===== src/common/aitt_pkg.sv =====
// constants shared by the adc injection trigger timer
package aitt_pkg;
    // register indices; byte address is four times the index
    localparam logic [15:0] CTRL_IDX  = 16'hc000;
    localparam logic [15:0] START_IDX = 16'hc002;
    localparam logic [15:0] END_IDX   = 16'hc004;
    localparam logic [15:0] CUR_IDX   = 16'hc006;
    localparam logic [31:0] CTRL_ADDR  = {14'h0000, CTRL_IDX, 2'h0};
    localparam logic [31:0] START_ADDR = {14'h0000, START_IDX, 2'h0};
    localparam logic [31:0] END_ADDR   = {14'h0000, END_IDX, 2'h0};
    localparam logic [31:0] CUR_ADDR   = {14'h0000, CUR_IDX, 2'h0};
    // reset values
    localparam logic [15:0] CTRL_RST  = 16'h0000;
    localparam logic [15:0] START_RST = 16'h0000;
    localparam logic [15:0] END_RST   = 16'h0000;
    localparam logic [15:0] CUR_RST   = 16'h0000;
    // control field positions
    localparam int TEN_POS  = 0;  // timer enable
    localparam int DIR_POS  = 1;  // direction, 1 = up
    localparam int LOAD_POS = 2;  // load enable
    localparam int CONT_POS = 3;  // continue mode
    localparam int OE_POS   = 4;  // trigger output enable
    localparam int CKM_POS  = 5;  // clock mode, must stay 0
    localparam int FRQ_LSB  = 6;  // frequency field low bit
    localparam int FRQ_MSB  = 9;  // frequency field high bit
    // writable control bits; bits 15:10 read as zero
    localparam logic [15:0] CTRL_WMASK = 16'h03ff;
    // prescaler counter width: largest division is 2**17
    localparam int PRESC_W = 17;
    localparam logic [PRESC_W-1:0] PRESC_ALL = 17'h1ffff;
    localparam logic [3:0] FRQ_MAX = 4'hf;
    // trigger pulse length in internal clock cycles
    localparam int TRIG_CYCLES = 2;
    localparam logic [1:0] TRIG_LAST = 2'(TRIG_CYCLES - 1);
    // axi responses
    localparam logic [1:0] RESP_OKAY   = 2'h0;
    localparam logic [1:0] RESP_SLVERR = 2'h2;
endpackage


===== src/common/aitt_presc_if.sv =====
// link between the timer core and its prescaler
`timescale 1ns/10ps
interface aitt_presc_if;
    logic       run;   // prescaler counts while high
    logic [3:0] frq;   // frequency field
    logic       tick;  // one-cycle counting clock enable
    modport core  (output run, output frq, input tick);
    modport presc (input run, input frq, output tick);
endinterface


===== src/design/aitt_prescaler.sv =====
// exponential prescaler making the counting clock enable
`timescale 1ns/10ps
module aitt_prescaler (
    input  wire logic         clk_i,
    input  wire logic         rst_n_i,
    aitt_presc_if.presc       pif
);
    logic [aitt_pkg::PRESC_W-1:0] div_reg;   // free-running divider
    logic [aitt_pkg::PRESC_W-1:0] mask;      // low 2+frq bits set

    // division is 2**(2+frq): tick when the low bits are all ones
    always_comb begin
        mask = aitt_pkg::PRESC_ALL >> (aitt_pkg::FRQ_MAX - pif.frq);
        pif.tick = pif.run && ((div_reg & mask) == mask);
    end

    // divider cleared while stopped, so the first period is whole
    always_ff @(posedge clk_i) begin
        if (!rst_n_i) begin
            div_reg <= '0;
        end else if (!pif.run) begin
            div_reg <= '0;
        end else begin
            div_reg <= div_reg + 1'b1;
        end
    end
endmodule


===== src/design/aitt_timer.sv =====
// adc injection trigger timer with axi4-lite register slave
//
// Notes on behaviour
// - at end, load and continue reload start
// - enable rise loads start on next tick
// - one counting tick per value, both ends
// - current compared with end value continuously
// - next current: start, increment or decrement
// - on equality trigger, reload, stop or continue
// - clock mode zero: prescaled system clock counts
// - trigger is two-cycle pulse on equality rise
// - four registers at fixed indices, reset zero
// - current read-only; start, end full read-write
// - enable zero holds current value
// - direction zero counts down, one counts up
// - no load: continue counts on, stop freezes
// - trigger only with output enable set
`timescale 1ns/10ps
module aitt_timer (
    input  wire logic        CLK_SYS_I,
    input  wire logic        RST_N_I,
    // write address channel
    input  wire logic [31:0] S_AXI_AWADDR_I,
    input  wire logic [2:0]  S_AXI_AWPROT_I,
    input  wire logic        S_AXI_AWVALID_I,
    output logic             S_AXI_AWREADY_O,
    // write data channel
    input  wire logic [31:0] S_AXI_WDATA_I,
    input  wire logic [3:0]  S_AXI_WSTRB_I,
    input  wire logic        S_AXI_WVALID_I,
    output logic             S_AXI_WREADY_O,
    // write response channel
    output logic [1:0]       S_AXI_BRESP_O,
    output logic             S_AXI_BVALID_O,
    input  wire logic        S_AXI_BREADY_I,
    // read address channel
    input  wire logic [31:0] S_AXI_ARADDR_I,
    input  wire logic [2:0]  S_AXI_ARPROT_I,
    input  wire logic        S_AXI_ARVALID_I,
    output logic             S_AXI_ARREADY_O,
    // read data channel
    output logic [31:0]      S_AXI_RDATA_O,
    output logic [1:0]       S_AXI_RRESP_O,
    output logic             S_AXI_RVALID_O,
    input  wire logic        S_AXI_RREADY_I,
    // trigger toward the adc channel injection logic
    output logic             ADC_INJECT_TRIGGER_O
);

    // ---------------- register file ----------------
    logic [15:0] ctrl_reg;        // control and prescaler field
    logic [15:0] start_reg;       // start value
    logic [15:0] end_reg;         // end value
    logic [15:0] cur_reg;         // current value, counts

    // ---------------- axi write side ----------------
    logic        aw_held_reg;     // write address captured
    logic [31:0] aw_addr_reg;     // captured write address
    logic        w_held_reg;      // write data captured
    logic [31:0] w_data_reg;      // captured write data
    logic [3:0]  w_strb_reg;      // captured byte strobes
    logic        bvalid_reg;      // write response pending
    logic [1:0]  bresp_reg;       // write response code
    logic        do_write;        // both halves held, commit now

    // ---------------- axi read side ----------------
    logic        rvalid_reg;      // read data pending
    logic [31:0] rdata_reg;       // read data
    logic [1:0]  rresp_reg;       // read response code

    // ---------------- counting state ----------------
    logic        ten_d_reg;       // enable of the previous cycle
    logic        load_pend_reg;   // start load awaits first tick
    logic        eq_d_reg;        // qualified equality, delayed
    logic [1:0]  trig_cnt_reg;    // trigger cycles still to run
    logic        trig_reg;        // registered trigger output

    // ---------------- decoded control ----------------
    logic        timer_enable_bit;             // timer enable
    logic        dir_up;          // direction, 1 = up
    logic        load_en;         // load enable
    logic        cont;            // continue mode
    logic        out_en;          // trigger output enable
    logic        ckm;             // clock mode
    logic        ten_rise;        // enable just went high
    logic        at_end;          // current equals end value
    logic        eq_q;            // equality while really counting
    logic        eq_rise;         // differentiated equality

    aitt_presc_if pif ();         // prescaler link

    // merge a 16-bit register with strobed write data
    function automatic logic [15:0] merge16(
        input logic [15:0] old,
        input logic [31:0] data,
        input logic [3:0]  strb
    );
        logic [15:0] res;
        res = old;
        if (strb[0]) begin
            res[7:0] = data[7:0];
        end
        if (strb[1]) begin
            res[15:8] = data[15:8];
        end
        return res;
    endfunction

    // true when an address hits one of the four registers
    function automatic logic hit(input logic [31:0] a);
        return (a == aitt_pkg::CTRL_ADDR) || (a == aitt_pkg::START_ADDR)
            || (a == aitt_pkg::END_ADDR) || (a == aitt_pkg::CUR_ADDR);
    endfunction

    // control field decode
    always_comb begin
        timer_enable_bit    = ctrl_reg[aitt_pkg::TEN_POS];
        dir_up = ctrl_reg[aitt_pkg::DIR_POS];
        load_en = ctrl_reg[aitt_pkg::LOAD_POS];
        cont   = ctrl_reg[aitt_pkg::CONT_POS];
        out_en = ctrl_reg[aitt_pkg::OE_POS];
        ckm    = ctrl_reg[aitt_pkg::CKM_POS];
    end

    // prescaler runs only enabled and in internal clock mode;
    // clock mode one has no source here, so the count then stands
    assign pif.run = timer_enable_bit && !ckm;
    assign pif.frq = ctrl_reg[aitt_pkg::FRQ_MSB:aitt_pkg::FRQ_LSB];

    aitt_prescaler u_presc (
        .clk_i   (CLK_SYS_I),
        .rst_n_i (RST_N_I),
        .pif     (pif)
    );

    // ---------------- axi handshakes ----------------
    // one write in flight: no new halves while a response waits
    assign S_AXI_AWREADY_O = !aw_held_reg && !bvalid_reg;
    assign S_AXI_WREADY_O  = !w_held_reg && !bvalid_reg;
    assign S_AXI_ARREADY_O = !rvalid_reg;
    assign S_AXI_BVALID_O  = bvalid_reg;
    assign S_AXI_BRESP_O   = bresp_reg;
    assign S_AXI_RVALID_O  = rvalid_reg;
    assign S_AXI_RDATA_O   = rdata_reg;
    assign S_AXI_RRESP_O   = rresp_reg;
    assign do_write = aw_held_reg && w_held_reg && !bvalid_reg;

    // write address capture; either half may come first
    always_ff @(posedge CLK_SYS_I) begin
        if (!RST_N_I) begin
            aw_held_reg <= 1'b0;
            aw_addr_reg <= 32'h0000_0000;
        end else if (S_AXI_AWVALID_I && S_AXI_AWREADY_O) begin
            aw_held_reg <= 1'b1;
            aw_addr_reg <= S_AXI_AWADDR_I;
        end else if (do_write) begin
            aw_held_reg <= 1'b0;
        end
    end

    // write data capture
    always_ff @(posedge CLK_SYS_I) begin
        if (!RST_N_I) begin
            w_held_reg <= 1'b0;
            w_data_reg <= 32'h0000_0000;
            w_strb_reg <= 4'h0;
        end else if (S_AXI_WVALID_I && S_AXI_WREADY_O) begin
            w_held_reg <= 1'b1;
            w_data_reg <= S_AXI_WDATA_I;
            w_strb_reg <= S_AXI_WSTRB_I;
        end else if (do_write) begin
            w_held_reg <= 1'b0;
        end
    end

    // write response: unmapped address answers with slverr
    always_ff @(posedge CLK_SYS_I) begin
        if (!RST_N_I) begin
            bvalid_reg <= 1'b0;
            bresp_reg  <= aitt_pkg::RESP_OKAY;
        end else if (do_write) begin
            bvalid_reg <= 1'b1;
            bresp_reg  <= hit(aw_addr_reg) ? aitt_pkg::RESP_OKAY
                                           : aitt_pkg::RESP_SLVERR;
        end else if (S_AXI_BREADY_I) begin
            bvalid_reg <= 1'b0;
        end
    end

    // read channel: data one cycle after the address is taken
    always_ff @(posedge CLK_SYS_I) begin
        if (!RST_N_I) begin
            rvalid_reg <= 1'b0;
            rdata_reg  <= 32'h0000_0000;
            rresp_reg  <= aitt_pkg::RESP_OKAY;
        end else if (S_AXI_ARVALID_I && S_AXI_ARREADY_O) begin
            rvalid_reg <= 1'b1;
            rresp_reg  <= aitt_pkg::RESP_OKAY;
            case (S_AXI_ARADDR_I)
                aitt_pkg::CTRL_ADDR: begin
                    rdata_reg <= {16'h0000, ctrl_reg};
                end
                aitt_pkg::START_ADDR: begin
                    rdata_reg <= {16'h0000, start_reg};
                end
                aitt_pkg::END_ADDR: begin
                    rdata_reg <= {16'h0000, end_reg};
                end
                aitt_pkg::CUR_ADDR: begin
                    rdata_reg <= {16'h0000, cur_reg};
                end
                default: begin
                    // unmapped: zero data and an error answer
                    rdata_reg <= 32'h0000_0000;
                    rresp_reg <= aitt_pkg::RESP_SLVERR;
                end
            endcase
        end else if (S_AXI_RREADY_I) begin
            rvalid_reg <= 1'b0;
        end
    end

    // ---------------- software registers ----------------
    // control, start and end values; all reset to zero
    // changes other than enable while running are not guarded:
    // software is expected to reconfigure only when stopped
    always_ff @(posedge CLK_SYS_I) begin
        if (!RST_N_I) begin
            ctrl_reg  <= aitt_pkg::CTRL_RST;
            start_reg <= aitt_pkg::START_RST;
            end_reg   <= aitt_pkg::END_RST;
        end else if (do_write) begin
            case (aw_addr_reg)
                aitt_pkg::CTRL_ADDR: begin
                    ctrl_reg <= merge16(ctrl_reg, w_data_reg, w_strb_reg)
                                & aitt_pkg::CTRL_WMASK;
                end
                aitt_pkg::START_ADDR: begin
                    start_reg <= merge16(start_reg, w_data_reg,
                                         w_strb_reg);
                end
                aitt_pkg::END_ADDR: begin
                    end_reg <= merge16(end_reg, w_data_reg,
                                       w_strb_reg);
                end
                default: begin
                    // current value and unmapped: writes are ignored
                end
            endcase
        end
    end

    // ---------------- counting ----------------
    assign ten_rise = timer_enable_bit && !ten_d_reg;
    assign at_end   = (cur_reg == end_reg);

    // enable edge detector
    always_ff @(posedge CLK_SYS_I) begin
        if (!RST_N_I) begin
            ten_d_reg <= 1'b0;
        end else begin
            ten_d_reg <= timer_enable_bit;
        end
    end

    // pending start load: armed by the enable rise, spent on the
    // first tick; the prescaler restarts at zero, so that tick
    // never shares a cycle with the rise
    always_ff @(posedge CLK_SYS_I) begin
        if (!RST_N_I) begin
            load_pend_reg <= 1'b0;
        end else if (!timer_enable_bit) begin
            load_pend_reg <= 1'b0;
        end else if (ten_rise) begin
            load_pend_reg <= 1'b1;
        end else if (pif.tick) begin
            load_pend_reg <= 1'b0;
        end
    end

    // current value: one step per counting tick
    always_ff @(posedge CLK_SYS_I) begin
        if (!RST_N_I) begin
            cur_reg <= aitt_pkg::CUR_RST;
        end else if (!timer_enable_bit || !pif.tick) begin
            cur_reg <= cur_reg;
        end else if (load_pend_reg) begin
            // the start load spends a tick of its own
            cur_reg <= start_reg;
        end else if (at_end) begin
            if (load_en && cont) begin
                cur_reg <= start_reg;
            end else if (!cont) begin
                cur_reg <= cur_reg;
            end else if (dir_up) begin
                cur_reg <= cur_reg + 16'h0001;
            end else begin
                cur_reg <= cur_reg - 16'h0001;
            end
        end else if (dir_up) begin
            cur_reg <= cur_reg + 16'h0001;
        end else begin
            cur_reg <= cur_reg - 16'h0001;
        end
    end

    // ---------------- trigger ----------------
    // equality counts while running and while no start load is pending; the load is
    // armed one cycle after the rise, so the reset state (both zero) fires at enable
    assign eq_q    = timer_enable_bit && !load_pend_reg && at_end;
    assign eq_rise = eq_q && !eq_d_reg;

    // delayed equality for differentiation
    always_ff @(posedge CLK_SYS_I) begin
        if (!RST_N_I) begin
            eq_d_reg <= 1'b0;
        end else begin
            eq_d_reg <= eq_q;
        end
    end

    // two-cycle pulse; a stopped count stays equal and fires once
    always_ff @(posedge CLK_SYS_I) begin
        if (!RST_N_I) begin
            trig_reg     <= 1'b0;
            trig_cnt_reg <= 2'h0;
        end else if (eq_rise) begin
            trig_reg     <= out_en;
            trig_cnt_reg <= aitt_pkg::TRIG_LAST;
        end else if (trig_cnt_reg != 2'h0) begin
            trig_reg     <= out_en;
            trig_cnt_reg <= trig_cnt_reg - 2'h1;
        end else begin
            trig_reg     <= 1'b0;
        end
    end

    assign ADC_INJECT_TRIGGER_O = trig_reg;

endmodule


===== config.mk =====
export PLATFORM = sky130hd
export DESIGN_NAME = aitt_timer
export DESIGN_NICKNAME = d
export VERILOG_FILES = /design/src/common/aitt_pkg.sv /design/src/common/aitt_presc_if.sv /design/src/design/aitt_prescaler.sv /design/src/design/aitt_timer.sv
export SDC_FILE = /design/constraint.sdc
export NUM_CORES = 1
export LEC_CHECK = 0
export BUFFER_PORTS_ARGS = -buffer_cell sky130_fd_sc_hd__buf_4
export CAP_MARGIN = 20
export CORE_MARGIN = 4
export CORE_UTILIZATION = 59
export DETAILED_ROUTE_END_ITERATION = 7
export HOLD_SLACK_MARGIN = 0.1
export PLACE_DENSITY = 0.85
export SYNTH_ARGS = -nofsm -noshare
export SYNTH_HDL_FRONTEND = slang
export SYNTH_SLANG_ARGS = --single-unit
export TNS_END_PERCENT = 20

===== constraint.sdc =====
create_clock -name CLK_SYS_I -period 8.2 [get_ports CLK_SYS_I]
set_input_delay 0.82 -clock CLK_SYS_I [delete_from_list [all_inputs] [get_ports CLK_SYS_I]]
set_output_delay 0.82 -clock CLK_SYS_I [all_outputs]
set_load 0.02 [all_outputs]

Yosys cells after proc, flatten, opt, wreduce, memory -nomap -nowiden:

Index checks and enable logic that the tools add are counted.
Widths: inputs -> output; s select.

* register bits: 171
* input port bits: 113

* $add $sub $neg: 5
* eq/ne operators: 11
* shifts and indexed selects: 1
* muxes and demuxes: 21
* bitwise operators: 3
* reductions and logical operators: 46

Operators by type and width (count)
* $eq 32x18->1 const B: 8
* $mux 16: 5
* $pmux 16 s4: 1
* $reduce_and 3->1: 6
* $add 17x1->17 const B: 1
* $and 17x17->17: 1
* $eq 17x17->1: 1
* $shr 17x4->17 const A: 1
* $add 16x1->16 const B: 1
* $eq 16x16->1: 1
* $sub 16x1->16 const B: 1
* $logic_and 1x1->1: 14
* $reduce_bool 2->1: 7
* $mux 1: 13
* $logic_not 1->1: 10
* $reduce_and 2->1: 3
* $logic_or 1x1->1: 4
* $mux 2: 2
* $ne 4x3->1 const B: 1
* $reduce_or 4->1: 1
* $sub 4x4->4 const A: 1
* $not 1->1: 2
* $reduce_or 2->1: 1
* $sub 2x1->2 const B: 1

Longest topological paths before layout:

Gate-level depths: netlist of the first run.

* depth after elaboration: 9
* gate-level depth with buffers: 9
* gate-level depth less buffers: 9

Hierarchy:

From an unflattened synthesis of the first run, not the netlist that was laid out.

* cells, all modules: 884
* area total of the unflattened synthesis: 7363.3 um^2

By module, submodules not included
* aitt_timer: instances 1, cells each 782, area an instance 6505.0 um^2
* aitt_prescaler: instances 1, cells each 102, area an instance 858.3 um^2

Worst setup path after synthesis of the first run:

OpenSTA, ideal clock, no wires.

* kind: flip-flop to flip-flop
* from: register ctrl_reg[1]
* to: register cur_reg[12]
* setup time: 0.136 ns
* arrival time: 2.484 ns
* required time: 8.064 ns
* setup slack: 5.580 ns
* cell stages (with the launch flop): 10
* buffers on the path: 0
* clock period less this slack: 2.620 ns
* cells stage by stage: dfxtp_1 > inv_1 > ha_1 > nor2b_1 > o31a_1 > o311a_1 > o211a_1 > o41ai_1 > or3b_2 > a41oi_1

* longest elaborated chain between the ends: 5

RTL lines
* start: declaration: RTL line aitt_timer.sv:51 `logic [15:0] ctrl_reg;`
* start signal: assignment: RTL line aitt_timer.sv:229 `ctrl_reg <= aitt_pkg::CTRL_RST;`
* start signal: assignment: RTL line aitt_timer.sv:235 `ctrl_reg <= merge16(ctrl_reg, w_data_reg, w_strb_reg)`
* $mux 16 *: RTL line aitt_timer.sv:295, aitt_timer.sv:300
* $mux 16: RTL line aitt_timer.sv:293 `end else if (!cont) begin`
* $mux 16: RTL line aitt_timer.sv:291 `if (load_en && cont) begin`
* $mux 16 *: RTL line aitt_timer.sv:290 `end else if (at_end) begin`
* $mux 16 *: RTL line aitt_timer.sv:287 `end else if (load_pend_reg) begin`
* end signal: assignment: RTL line aitt_timer.sv:289 `cur_reg <= start_reg;`
* end signal: assignment: RTL line aitt_timer.sv:292 `cur_reg <= start_reg;`
* end signal: assignment: RTL line aitt_timer.sv:294 `cur_reg <= cur_reg;`
* end: declaration: RTL line aitt_timer.sv:54 `logic [15:0] cur_reg;`

Mark *: on every way between the ends. The rest lies on a longest branch, timed or not. The select of a mux whose other input is x is not followed.
A chain may end at the register's enable or synchronous reset.

Worst setup path after layout of the first run:

Same ends and word-level chain as after synthesis.

==> impl_metrics.json, run 1 <==
{
  "status": "completed",
  "max_slew_margin_pct": 35.86,
  "drc": 0,
  "post_cts_buffers": 0,
  "io_buffer_count": 112,
  "crit_chain": "inv_1 -> ha_1 -> nor2b_1 -> o31a_1 -> o311a_1 -> o211a_1 -> o41ai_1 -> or3b_2 -> a41oi_1",
  "drt_iter0_drc": 493,
  "antenna_found_initial": 0,
  "grt_pass1_wl_mm": 29.08,
  "dp_slack_ns": 5.116,
  "drv_slew": 0,
  "h-tree-depth": 4,
  "worst-setup-path-type": "register to register",
  "synth_edf_count": 0,
  "coreArea_um2": 12110,
  "clkSinkCount": 153,
  "slowest_stage": "dfxtp_1",
  "cts.clk_slew.worst_paths_ns": 0.06,
  "hpwl_mm": 12.33,
  "irDropWorstVdd_mv": 0.1914,
  "tightest_slew_ns": 0.9621,
  "hold_viol": 0,
  "grt_overflow": 0,
  "yosysWarnings": 0,
  "setup_tns_ns": 0,
  "die-area_um2": 14350,
  "post-route-period-util_pct": 38.35,
  "worstPathRequired_ns": 8.45,
  "ant_nets": 0,
  "worstSkewPairLatency_ns": 0.42,
  "rsz0062_at_grt": "no",
  "cp-start-kind": "register",
  "grt_max_degree": 75,
  "end_kind": "register",
  "vias": 6380,
  "setup_viol": 0,
  "path_max_fanout": 14,
  "synth.avg_cell_area_um2": 8.584,
  "rows": 40,
  "postLayoutCellArea_um2": 8856,
  "finalNetCount": 1082,
  "viasPerCell": 5.631,
  "synth_cell_types": 66,
  "grt_pass1_vias": 5885,
  "period_needed_ns": 3.145,
  "cp_top_family": "compound AO/OA/AOI/OAI gates",
  "pin_count": 155,
  "max_stage_delay_ns": 0.46,
  "rrSetupSlack_ns": 5.06,
  "yosys_most_used_dff": "dfxtp_1",
  "cp_num_buf_inv": 1,
  "antenna_cells": 0,
  "cts-hold-fix-buffers": 0,
  "die_h_um": 119.8,
  "ys_seq_area_share_pct": 41.54,
  "fp.dieW_um": 119.8,
  "fmax_mhz": 318.0,
  "wl_per_cell_um": 15.99,
  "netlist_instances": 859,
  "synth_async_sr_flop_share_pct": 0,
  "maxCapViolCount": 0,
  "fin_ws_ns": 5.055,
  "final_common_cell": "dfxtp_1",
  "total_power_mw": 1.724,
  "syn_area_um2": 7373,
  "skew_ns": 0.006301,
  "arrival_ns": 3.40,
  "cts_resized": 0,
  "initial_core_util_pct": 60.88,
  "synth_seq_cells": 153,
  "postPlaceCellArea_um2": 8202,
  "leakage_nw": 3.779,
  "hold_path_class": "register to register",
  "place_congestion": 0.8227,
  "clockBufferDepth": 2,
  "wirelength_mm": 18.12,
  "cts-root-buf": "clkbuf_16",
  "firstDrtPassIters": 5,
  "pwr_density_cell_nw_per_um2": 194.7,
  "grt_usage_pct": 25.03,
  "cts_tree": "built",
  "area_growth_pct": 20.11,
  "largest_reg_flops": 32,
  "drive_gt1_share_pct": 18.55,
  "layout_common_cells": "153 x dfxtp_1, 130 x nand2_1, 114 x buf_4",
  "cts_buffers": 17
}
## cells in the mapped netlist, types with 3 or more instances
cell type	n	area share [%]
a211oi_2	5	0.85
a21o_1	5	0.51
a21oi_1	94	6.4
a22oi_1	6	0.61
a31oi_1	7	0.59
a41oi_1	3	0.36
and2_1	3	0.25
and3_1	4	0.34
buf_4	19	1.9
clkbuf_1	35	1.8
dfxtp_1	153	42
ha_1	16	2.7
inv_1	24	1.2
mux2_2	6	0.92
mux2i_1	50	6.8
mux4_2	10	3.1
nand2_1	130	6.6
nand2b_1	19	1.6
nand3_1	14	0.95
nand3b_1	3	0.31
nand4_1	10	0.85
nor2_1	92	4.7
nor2b_1	10	0.85
nor3_1	9	0.61
nor4_1	13	1.1
o2111ai_1	3	0.36
o211ai_1	3	0.31
o21ai_0	23	1.6
o21ai_1	3	0.20
or3_1	9	0.76
xnor2_1	26	3.1
xor2_1	8	0.95
## layer usage
| layer | routed length, µm | GRT usage (%) | share of wire, % |
|---|---|---|---|
| met5 | 0 | 0 | 0 |
| met2 | 8614 | 40.25 | 48 |
| met3 | 1413 | 6.173 | 7.8 |
| met1 | 7725 | 32.73 | 43 |
| met4 | 368 | 9.234 | 2.0 |
## per-stage QoR
step	hold slack, ns	utilization [%]	instances
CTS	0.4061	72.77	1131
global route	0.4226	73.12	1133
detailed placement	0.3993	67.72	1099
finish	0.4038	73.12	1133
floorplan	0.3846	-	876
global placement	0.3884	67.72	1099
## worst paths after layout
path,startpoint,to,depth (start not counted)
hold reg to reg,ten_d_reg$_SDFF_PN0_,load_pend_reg$_SDFFE_PN0P_,1
hold / removal,ten_d_reg$_SDFF_PN0_,load_pend_reg$_SDFFE_PN0P_,1
setup / recovery,ctrl_reg[1]$_SDFFE_PN0P_,cur_reg[12]$_SDFFE_PN0P_,9
setup reg to reg,ctrl_reg[1]$_SDFFE_PN0P_,cur_reg[12]$_SDFFE_PN0P_,9
## power by group
group          total [mW]  internal (mW)  leakage [nW]  switching, mW
clock               0.804          0.490         0.287          0.314
combinational       0.138         0.0603          2.25         0.0782
sequential          0.782          0.765          1.24         0.0165
total                1.72           1.32          3.78          0.409
## layout make-up
class | instances | area [µm²]
inverter | 24 | 91.34
tap | 168 | 210.2
multi-input combinational | 640 | 3981
timing repair buffer | 116 | 898.4
sequential | 153 | 3063
clock inverter | 13 | 168.9
clock buffer | 19 | 442.9
fill | 865 | 3256
## worst register-to-register path: stages (launching register included)
cell and delay, ns:
dfxtp_1 0.46, inv_1 0.33, ha_1 0.46, nor2b_1 0.16
o31a_1 0.27, o311a_1 0.35, o211a_1 0.29, o41ai_1 0.38
or3b_2 0.20, a41oi_1 0.09
## cell families after synthesis
kind of cell	synth area share [%]
other	0.05086
DFF	41.54
adders and majority gates	2.987
AOI/OAI and AO/OA	14.48
xor gates and xnor gates	4.039
muxes	10.76
buffers and inverters	5.413
and+or+nand+nor	20.74
No activity file was read; power rests on OpenSTA's default activity.
==> run 2: changes to the inputs <==
Settings changed: ABC_AREA set to 1, CORE_UTILIZATION 59 to 56, PLACE_DENSITY 0.85 to 0.81.
Clock period 8.2 ns to 3.29 ns, I/O delays scaled along.
==> run 2 against run 1 <==
  * Non-clock buffer count rose by 2
  * Area after synthesis rose by 6.1%
  * Critical path type unchanged
  * Global-route usage increased by 0.70 points
==> impl_metrics.json, run 2 <==
{
  "path_max_fanout": 15,
  "grt_pass1_vias": 7185,
  "cts.clk_slew.worst_paths_ns": 0.06,
  "ys_seq_area_share_pct": 39.16,
  "cts_tree": "built",
  "yosys_most_used_dff": "dfxtp_1",
  "grt_usage_pct": 25.73,
  "skew_ns": 0.01249,
  "grt_overflow": 0,
  "period_needed_ns": 2.352,
  "hpwl_mm": 15.10,
  "largest_reg_flops": 32,
  "drv_slew": 0,
  "synth.avg_cell_area_um2": 6.623,
  "p_int_mw": 3.273,
  "initial_core_util_pct": 58.14,
  "grt_pass1_wl_mm": 33.89,
  "cts-root-buf": "clkbuf_16",
  "cp_num_buf_inv": 1,
  "worst-setup-path-type": "register to register",
  "clockBufferDepth": 2,
  "firstDrtPassIters": 6,
  "crit_chain": "inv_1 -> ha_1 -> nor2_1 -> a21oi_1 -> nand2_1 -> nand2_1 -> nand2_1 -> nand2_1 -> nand2_1 -> nand2_1 -> nand2_1 -> nand3_1 -> a21oi_1",
  "wirelength_mm": 20.47,
  "coreArea_um2": 13450,
  "die-area_um2": 15920,
  "tightest_slew_ns": 0.7137,
  "synth_async_sr_flop_share_pct": 0,
  "grt_max_degree": 77,
  "rows": 42,
  "max_stage_delay_ns": 0.47,
  "drc": 0,
  "drt_iter0_drc": 502,
  "p_comb_share_pct": 8.7,
  "whs_ns": 0.1478,
  "pin_count": 155,
  "arrival_ns": 2.63,
  "max_slew_margin_pct": 52.25,
  "area_growth_pct": 18.32,
  "worstSkewPairLatency_ns": 0.43,
  "worst_r2r_path_depth": 13,
  "cts_resized": 0,
  "finalNetCount": 1405,
  "rsz0062_at_grt": "no",
  "pwr_density_cell_nw_per_um2": 464.6,
  "worstPathRequired_ns": 3.57,
  "drive_gt1_share_pct": 12.99,
  "final_util_pct": 68.79,
  "maxCapViolCount": 0,
  "synth_area_leaders": "dfxtp_1 39%, nand2_1 12%, nor2_1 7.8%",
  "cp_top_family": "simple AND/OR/NAND/NOR gates",
  "antenna_cells": 0,
  "cp-start-kind": "register",
  "post-route-period-util_pct": 71.48,
  "p_sw_mw": 1.027,
  "yosysWarnings": 0,
  "antenna_found_initial": 0,
  "hold_viol": 0,
  "cts-hold-fix-buffers": 0,
  "status": "completed",
  "netlist_instances": 1181,
  "setup_viol": 0,
  "dp_slack_ns": 0.9648,
  "fmax_mhz": 425.2,
  "slowest_stage": "ha_1",
  "fin_ws_ns": 0.9382,
  "pwr-share-seq_pct": 46.1,
  "synth_seq_cells": 153,
  "post_cts_buffers": 0,
  "synth_top_cell_area_share_pct": 39.16,
  "hold_path_class": "primary input to register",
  "synth_edf_count": 0,
  "clkSinkCount": 153,
  "final_common_cell": "nand2_1",
  "cp_common_cell": "nand2_1",
  "ant_nets": 0,
  "crit_cells": 13,
  "switching_share_pct": 23.88,
  "setup_tns_ns": 0,
  "place_congestion": 0.8652,
  "yosys.area.top_type": "dfxtp_1",
  "h-tree-depth": 4,
  "io_buffer_count": 112,
  "clockPowerShare_pct": 45.3,
  "whs_path_depth": 4,
  "wl_per_cell_um": 14.00,
  "rrSetupSlack_ns": 0.94,
  "vias": 7767,
  "syn_area_um2": 7821,
  "fp.dieW_um": 126.2,
  "leakage_nw": 3.932,
  "layout_common_cells": "257 x nand2_1, 161 x nor2_1, 153 x dfxtp_1",
  "viasPerCell": 5.313,
  "synth_most_common_cell": "nand2_1",
  "synth_cell_types": 40,
  "irDropWorstVdd_mv": 0.4099,
  "cts_buffers": 17,
  "die_h_um": 126.2,
  "synth_commonest_cells": "257 x nand2_1, 162 x nor2_1, 153 x dfxtp_1, 133 x inv_1, 115 x o21ai_0",
  "end_kind": "register"
}
## run 2: changes by cell type after synthesis, sizes merged, moves of 19 or more
cell    delta
a21oi     +19
inv      +113
mux2i     -50
nand2    +129
nand2b    -19
nand3     +72
nor2      +76
o21ai     +90
xnor2     -21
## run 2: cell type report
type | count | area (µm²)
Fill cell | 1203 | 4199
Multi-Input combinational cell | 846 | 3983
Sequential cell | 153 | 3063
Timing Repair Buffer | 118 | 885.9
Inverter | 139 | 524.3
Clock buffer | 19 | 432.9
Tap cell | 176 | 220.2
Clock inverter | 11 | 145.1
## run 2: per-stage QoR
step | power [mW] | instances | instance area (µm²)
6_report | 4.299 | 1462 | 9254
5_1_grt | 4.449 | 1462 | 9254
4_1_cts | 4.311 | 1462 | 9254
3_5_place_dp | 2.384 | 1432 | 8676
3_3_place_gp | 2.370 | 1432 | 8676
2_1_floorplan | 2.248 | 1198 | 7885
## run 2: final timing paths
path | startpoint | to
max reg2reg | ctrl_reg[1]$_SDFFE_PN0P_ | cur_reg[15]$_SDFFE_PN0P_
min reg2reg | ten_d_reg$_SDFF_PN0_ | load_pend_reg$_SDFFE_PN0P_
max | ctrl_reg[1]$_SDFFE_PN0P_ | cur_reg[15]$_SDFFE_PN0P_
min | S_AXI_BREADY_I | S_AXI_BVALID_O$_SDFFE_PN0P_
## run 2: cells by family after synthesis
| family | count (synthesis) | share of synthesized area (%) |
|---|---|---|
| other cells | 1 | 0.04795 |
| simple gates | 566 | 30.57 |
| buf+inv | 199 | 10.77 |
| flops | 153 | 39.16 |
| compound gates | 234 | 15.41 |
| fa+ha+maj | 17 | 2.816 |
| xor+xnor | 11 | 1.232 |
## run 2: routing by layer
metal | share of wire [%] | vias to the layer above | GRT usage (%)
met5 | 0 | - | 0
li1 | - | 3988 | -
met3 | 6.9 | 37 | 5.080
met1 | 42 | 3479 | 32.37
met2 | 49 | 263 | 43.76
met4 | 2.4 | 0 | 9.527
## run 2: worst register-to-register path: stages (launching register included)
cell	delay, ns
dfxtp_1	0.43
inv_1	0.32
ha_1	0.48
nor2_1	0.08
a21oi_1	0.28
nand2_1	0.08
nand2_1	0.12
nand2_1	0.08
nand2_1	0.07
nand2_1	0.04
nand2_1	0.05
nand2_1	0.05
nand3_1	0.07
a21oi_1	0.06
## run 2: power by group through the flow
stage	sequential (mW)	combinational (mW)	clock, mW
2_1_floorplan	2.00	0.245	0
3_3_place_gp	2.01	0.356	0
3_5_place_dp	2.02	0.366	0
4_1_cts	1.98	0.372	1.96
5_1_grt	1.99	0.424	2.04
6_report	1.98	0.372	1.95
